===== config.mk =====
export PLATFORM = sky130hd
export DESIGN_NAME = pwmirq_top
export DESIGN_NICKNAME = d
export VERILOG_FILES = /design/src/hw/pwmirq_pkg.sv /design/src/hw/pwmirq_flag.sv /design/src/hw/pwmirq_top.sv
export VERILOG_INCLUDE_DIRS = /design/src /design/src/hw
export SDC_FILE = /design/constraint.sdc
export NUM_CORES = 1
export LEC_CHECK = 0
export BUFFER_PORTS_ARGS = -buffer_cell sky130_fd_sc_hd__buf_2
export CAP_MARGIN = 20
export CORE_MARGIN = 5
export CORE_UTILIZATION = 50
export CTS_BUF_LIST = sky130_fd_sc_hd__clkbuf_4 sky130_fd_sc_hd__clkbuf_8
export DETAILED_ROUTE_END_ITERATION = 8
export PLACE_DENSITY = 0.77
export SKIP_CTS_REPAIR_TIMING = 1
export SLEW_MARGIN = 0
export SYNTH_ARGS = -nofsm -noshare
export SYNTH_HDL_FRONTEND = slang
export SYNTH_SLANG_ARGS = --single-unit
export TNS_END_PERCENT = 10

===== constraint.sdc =====
create_clock -name CORE_CLK -period 2.57 [get_ports CORE_CLK]
set_input_delay 0.514 -clock CORE_CLK [delete_from_list [all_inputs] [get_ports CORE_CLK]]
set_output_delay 0.514 -clock CORE_CLK [all_outputs]
set_load 0.02 [all_outputs]

===== src/hw/pwmirq_defs.svh =====
/*
 * Register offsets, field positions and reset values of the PWM unit interrupt block.
 * Assumes inclusion by bare name from design files.
 */
`ifndef PWMIRQ_DEFS_SVH
`define PWMIRQ_DEFS_SVH

`define PWMIRQ_OFS_ENABLES      12'h110
`define PWMIRQ_OFS_RAW          12'h114
`define PWMIRQ_OFS_MASKED       12'h118
`define PWMIRQ_OFS_CLEAR        12'h11c
`define PWMIRQ_RST_ENABLES      32'h00000000
`define PWMIRQ_RST_RAW          32'h00000000
`define PWMIRQ_NUM_SRC          30
// Field positions, lowest bit of each group of three
`define PWMIRQ_POS_TIMER_STOP   0
`define PWMIRQ_POS_TIMER_ZERO   3
`define PWMIRQ_POS_TIMER_PERIOD 6
`define PWMIRQ_POS_FAULT_START  9
`define PWMIRQ_POS_FAULT_END    12
`define PWMIRQ_POS_CMP_A        15
`define PWMIRQ_POS_CMP_B        18
`define PWMIRQ_POS_CBC_TRIP     21
`define PWMIRQ_POS_OST_TRIP     24
`define PWMIRQ_POS_CAPTURE      27

`endif


===== src/hw/pwmirq_pkg.sv =====
/*
 * Types of the PWM unit interrupt block.
 * Assumes the defs header is compiled alongside.
 */
package pwmirq_pkg;

    // One bit per unit, unit 2 in the top bit
    typedef struct packed {
        logic [2:0] capture;
        logic [2:0] one_shot_trip;
        logic [2:0] cycle_by_cycle_trip;
        logic [2:0] operator_compare_b_event;
        logic [2:0] operator_compare_a_event;
        logic [2:0] fault_end;
        logic [2:0] fault_start;
        logic [2:0] timer_period_event;
        logic [2:0] timer_zero_event;
        logic [2:0] timer_stop;
    } pwmirq_events_type;

    typedef struct packed {
        logic        psel;
        logic        penable;
        logic        pwrite;
        logic [11:0] paddr;
        logic [31:0] pwdata;
    } pwmirq_apb_req_type;

endpackage : pwmirq_pkg


===== src/hw/pwmirq_flag.sv =====
/*
 * One sticky interrupt flag with its enable bit and masked view.
 * Assumes event, clear and enable come from logic on the same clock.
 */
`timescale 1ns/10ps

module pwmirq_flag (
    input  wire logic CORE_CLK,
    input  wire logic RESET,
    input  wire logic CLK_EN,
    input  wire logic event_in,
    input  wire logic clear_in,
    input  wire logic enable_in,
    output logic      raw_out,
    output logic      masked_out
);

    logic raw_r;

    // Event wins over a clear in the same cycle
    always_ff @(posedge CORE_CLK) begin
        if (RESET) begin
            raw_r <= 1'b0;
        end else if (CLK_EN) begin
            raw_r <= event_in | (raw_r & ~clear_in); // [RL15] [RL13]
        end
    end

    assign raw_out    = raw_r;
    assign masked_out = raw_r & enable_in; // [RL11]

endmodule : pwmirq_flag


===== src/hw/pwmirq_top.sv =====
/*
 * Interrupt flag logic of a motor-control PWM unit, APB slave with four words.
 * Assumes event pulses are synchronous to CORE_CLK, one cycle each.
 */
// Decided for this implementation: the APB slave port.
// Behaviour
// RL1 - One raw flag per capture channel 0..2, set on capture.
// RL2 - One raw flag per PWM output 0..2, set on one-shot trip.
// RL3 - One raw flag per PWM output 0..2, set on cycle-by-cycle trip.
// RL4 - Per operator, separate raw flags for compare A and compare B events.
// RL5 - Per fault input, a raw flag set when the fault ends.
// RL6 - Per fault input, a separate raw flag set when the fault starts.
// RL7 - Per timer, raw flags for reaching zero and reaching period.
// RL8 - Per timer, a raw flag set when the timer stops.
// RL9 - Raw word at 0x114, read only, resets to zero, writes ignored.
// RL10 - Each source has its own read-write enable bit.
// RL11 - Masked bit equals raw flag AND enable bit.
// RL12 - Masked word at 0x118, read only.
// RL13 - Writing one to clear word 0x11c drops that raw flag; zero does nothing.
// RL14 - Enable word at 0x110, same bit positions as the others.
// RL15 - Raw flag sticky until cleared; event beats clear in same cycle.
// RL16 - Interrupt output high while any masked bit set; sources in bits 29..0.
`timescale 1ns/10ps
`include "pwmirq_defs.svh"

module pwmirq_top #(
    parameter int NUM_SRC = `PWMIRQ_NUM_SRC
) (
    input  wire logic                       CORE_CLK,
    input  wire logic                       RESET,
    input  wire logic                       CLK_EN,
    input  wire pwmirq_pkg::pwmirq_apb_req_type APB_REQ,
    output logic [31:0]                     PRDATA,
    output logic                            PREADY,
    output logic                            PSLVERR,
    input  wire pwmirq_pkg::pwmirq_events_type EVENTS,
    output logic                            IRQ
);

    initial begin
        if (NUM_SRC != 30) begin
            $error("NUM_SRC must match the 30-bit event layout");
        end
    end

    ////////////////////////////////////////////////////////////////////////
    // Bus decode

    logic        wr_en;
    logic        rd_en;
    logic        hit_ena;
    logic        hit_raw;
    logic        hit_mask;
    logic        hit_clr;
    logic        mapped;
    logic [31:0] ena_r;
    logic [31:0] ena_nxt;
    logic [31:0] prdata_r;
    logic [31:0] rd_nxt;
    logic [29:0] clr_vec;
    logic [29:0] evt_vec;
    logic [29:0] raw_vec;
    logic [29:0] mask_vec;

    // Single-cycle access phase: no wait states needed for flops
    assign PREADY  = 1'b1;
    assign hit_ena  = APB_REQ.paddr == `PWMIRQ_OFS_ENABLES;
    assign hit_raw  = APB_REQ.paddr == `PWMIRQ_OFS_RAW;
    assign hit_mask = APB_REQ.paddr == `PWMIRQ_OFS_MASKED;
    assign hit_clr  = APB_REQ.paddr == `PWMIRQ_OFS_CLEAR;
    assign mapped   = hit_ena | hit_raw | hit_mask | hit_clr;
    assign wr_en    = APB_REQ.psel & APB_REQ.penable & APB_REQ.pwrite & CLK_EN;
    assign rd_en    = APB_REQ.psel & ~APB_REQ.penable & ~APB_REQ.pwrite & CLK_EN;
    // Unmapped access answers with an error
    assign PSLVERR  = APB_REQ.psel & APB_REQ.penable & ~mapped;

    ////////////////////////////////////////////////////////////////////////
    // Enable register

    always_comb begin
        ena_nxt = ena_r;
        if (wr_en && hit_ena) begin
            ena_nxt = {2'h0, APB_REQ.pwdata[29:0]}; // [RL10] [RL14]
        end
    end

    always_ff @(posedge CORE_CLK) begin
        if (RESET) begin
            ena_r <= `PWMIRQ_RST_ENABLES;
        end else if (CLK_EN) begin
            ena_r <= ena_nxt;
        end
    end

    ////////////////////////////////////////////////////////////////////////
    // Flags

    // Only the clear word touches the flags; raw-word writes are dropped
    assign clr_vec = (wr_en && hit_clr) ? APB_REQ.pwdata[29:0] : 30'h0; // [RL13] [RL9]
    assign evt_vec = EVENTS; // [RL1] [RL2] [RL3] [RL4] [RL5] [RL6] [RL7] [RL8] [RL16]

    genvar gi;
    generate
        for (gi = 0; gi < NUM_SRC; gi++) begin : g_flag
            pwmirq_flag u_flag (
                .CORE_CLK   (CORE_CLK),
                .RESET      (RESET),
                .CLK_EN     (CLK_EN),
                .event_in   (evt_vec[gi]),
                .clear_in   (clr_vec[gi]),
                .enable_in  (ena_r[gi]),
                .raw_out    (raw_vec[gi]),
                .masked_out (mask_vec[gi])
            );
        end
    endgenerate

    assign IRQ = |mask_vec; // [RL16]

    ////////////////////////////////////////////////////////////////////////
    // Read data, captured in the setup cycle

    always_comb begin
        rd_nxt = 32'h0;
        if (hit_ena) begin
            rd_nxt = ena_r;
        end else if (hit_raw) begin
            rd_nxt = {2'h0, raw_vec}; // [RL9]
        end else if (hit_mask) begin
            rd_nxt = {2'h0, mask_vec}; // [RL12]
        end
    end

    always_ff @(posedge CORE_CLK) begin
        if (RESET) begin
            prdata_r <= 32'h0;
        end else if (rd_en) begin
            prdata_r <= rd_nxt;
        end
    end

    assign PRDATA = prdata_r;
endmodule : pwmirq_top


==> reports/metrics.csv <==
metric,value,unit
grt_pass1_wl,20900,um
setup_slack,0.213,ns
antenna_found_initial,0,
start_util,51.5,%
critical_path.top_delay_family,simple AND/OR/NAND/NOR gates,
synth_edf_count,0,
synthTopCellsByCount,"120 x nand2_1, 90 x a21oi_1, 90 x dfxtp_1",
yosysSeqAreaShare,42.5,%
cp-end-kind,output pin,
overflow,0,
synth-seq-cells,90,
core,8220,um2
synth_cell_types,26,
viasPerCell,5.92,
cp.arrival,1.84,ns
slew-limit-headroom,54.3,%
p_clk_share,36.0,%
place.gp.congestion,0.854,
wl_per_cell,17.8,um
via_count,4337,
post-route-cell-area,5020,um2
cp_slowest_cell,or4_1,
setup-tns-final,0,ns
power.internal,2010,uW
pre_cts_slack,0.487,ns
r2r_slack,1.51,ns
leakage,0.00200,uW
synth_area,4240,um2
power_frac_seq,54.2,%
yosys.cell_count.top_type,nand2_1,
die_w,102,um
placed_cell_area,4820,um2
h-tree-depth,3,
cts.path.max_buffers,2,
worst_pin_slew,0.686,ns
ir_drop,321,uV
syn_inst,534,
fin_nets,703,
dieHeight,102,um
clkTransAtPathRegs,0.09,ns
yosys.area.top_type,dfxtp_1,
cp_cell_sequence,a22oi_1 > nand4_1 > or4_1 > buf_2,
root_buffer,clkbuf_8,
antenna_left,0,
grt_pass1_vias,4185,
drtPass1Iterations,5,
syn_to_final_growth,18.6,%
clock_latency,0.36,ns
holdCritPathClass,in2reg,
grtUsageTotal,25.5,%
critPathKind,reg2out,
worstSetupStartpointType,flip-flop,
dp_hpwl,8760,um
num_rows,33,
finalSetupViolCount,0,
drc,0,
io_buffers,109,
io_pins,115,
worstPathMaxFanout,4,
finalCriticalPeriod,2.36,ns
cts_tree,done,
drtIter0Drc,328,
status,completed,
combPwrFrac,9.7,%
async_flop_share,0,%
cts.sinks,90,
cts_inserted_buffers,9,
die_area,10400,um2
fmax,424,MHz
skew,0.0107,ns
maxCapViolCount,0,
ys_warn_count,0,
final_util,61.1,%
n_antenna_cell,0,
timing.final.hold_violations,0,
power_density,536,nW/um2
synthTopCellsByArea,"dfxtp_1 43%, a21oi_1 11%, nand2_1 11%",
cp.buffers_inverters,1,
finalCritPeriodShare,91.7,%
swShare,25.3,%
p_sw,681,uW
slew_violations,0,
grt_max_degree,61,
synth_top_area_share,42.5,%
final_layout_size_suffix_gt1_share,27.9,%
synth_area_per_cell,7.93,um2
required,2.06,ns
slowest_delay,0.57,ns
wl,13100,um
synthFlopType,dfxtp_1,
rsz0062_at_grt,false,
kinds of logic (layout without fill, tap and decap cells):
| logic type | count (synthesis) | after routing | synth area share [%] |
|---|---|---|---|
| and+or+nand+nor | 172 | 172 | 17.7 |
| AOI/OAI and AO/OA | 196 | 196 | 32.1 |
| other | 2 | 3 | 0.177 |
| buffers and inverters | 74 | 167 | 7.56 |
| DFF | 90 | 90 | 42.5 |
final timing paths:
check	endpoint	cells after the start	from
hold reg to reg	PRDATA[26]	2	PRDATA[26]
setup reg to reg	PRDATA[13]	4	ena_r[13]
setup / recovery	IRQ	4	ena_r[21]
hold / removal	g_flag[6].u_flag.raw_out	2	APB_REQ[6]
stage by stage:
step,hold slack (ns),total power (uW),cells
floorplan,0.458,1620,535
global placement,0.442,1740,717
detailed placement,0.446,1750,717
CTS,0.340,2690,733
global route,0.341,2790,733
finish,0.346,2690,733
metal layers:
layer  share of wire (%)  vias to the layer above  GRT usage (%)  wire [um]
met5                   0                        -              0          0
met1                  41                     2045           34.3       5390
met2                  47                      220           40.9       6190
met4                 1.8                        0           8.68        235
li1                    -                     2054              -          -
met3                 9.6                       18           5.60       1260
placed cells by master (no fill, tap or decap):
cell,n
o21ai_0,30
bufinv_16,1
dfxtp_1,90
clkbuf_4,1
nor4_1,1
o31ai_2,30
clkbuf_8,10
or4_1,1
a21oi_1,90
and4_2,1
nor2_2,2
nand2_1,120
buf_12,1
nor3_1,1
buf_2,109
nand3_1,3
and3_1,1
conb_1,3
and3_4,1
inv_1,30
a22oi_1,15
clkinv_2,3
and4_1,1
nand4_4,1
buf_4,11
clkinv_4,1
nand4_1,5
nor2_1,32
a31oi_2,1
nor4b_4,2
a311oi_1,30
registers in the layout, indices dropped and copies added, names as in the netlist:
name / count
ena_r: 30
PRDATA: 30
g_flag.u_flag.raw_out: 30
cell type report:
class	count	area [um2]
Clock buffer	11	145
Tap cell	105	131
Timing Repair Buffer	121	648
Sequential cell	90	1800
Fill cell	762	3200
Inverter	30	113
Multi-Input combinational cell	371	2130
Clock inverter	5	53.8
power groups by stage:
stage	registers [uW]	clock network, uW	logic (uW)
2_1_floorplan	1480	0	144
3_3_place_gp	1490	0	247
3_5_place_dp	1490	0	257
4_1_cts	1460	978	259
5_1_grt	1460	1040	289
6_report	1460	970	261
Note: power is estimated with default switching activity, not from simulation.
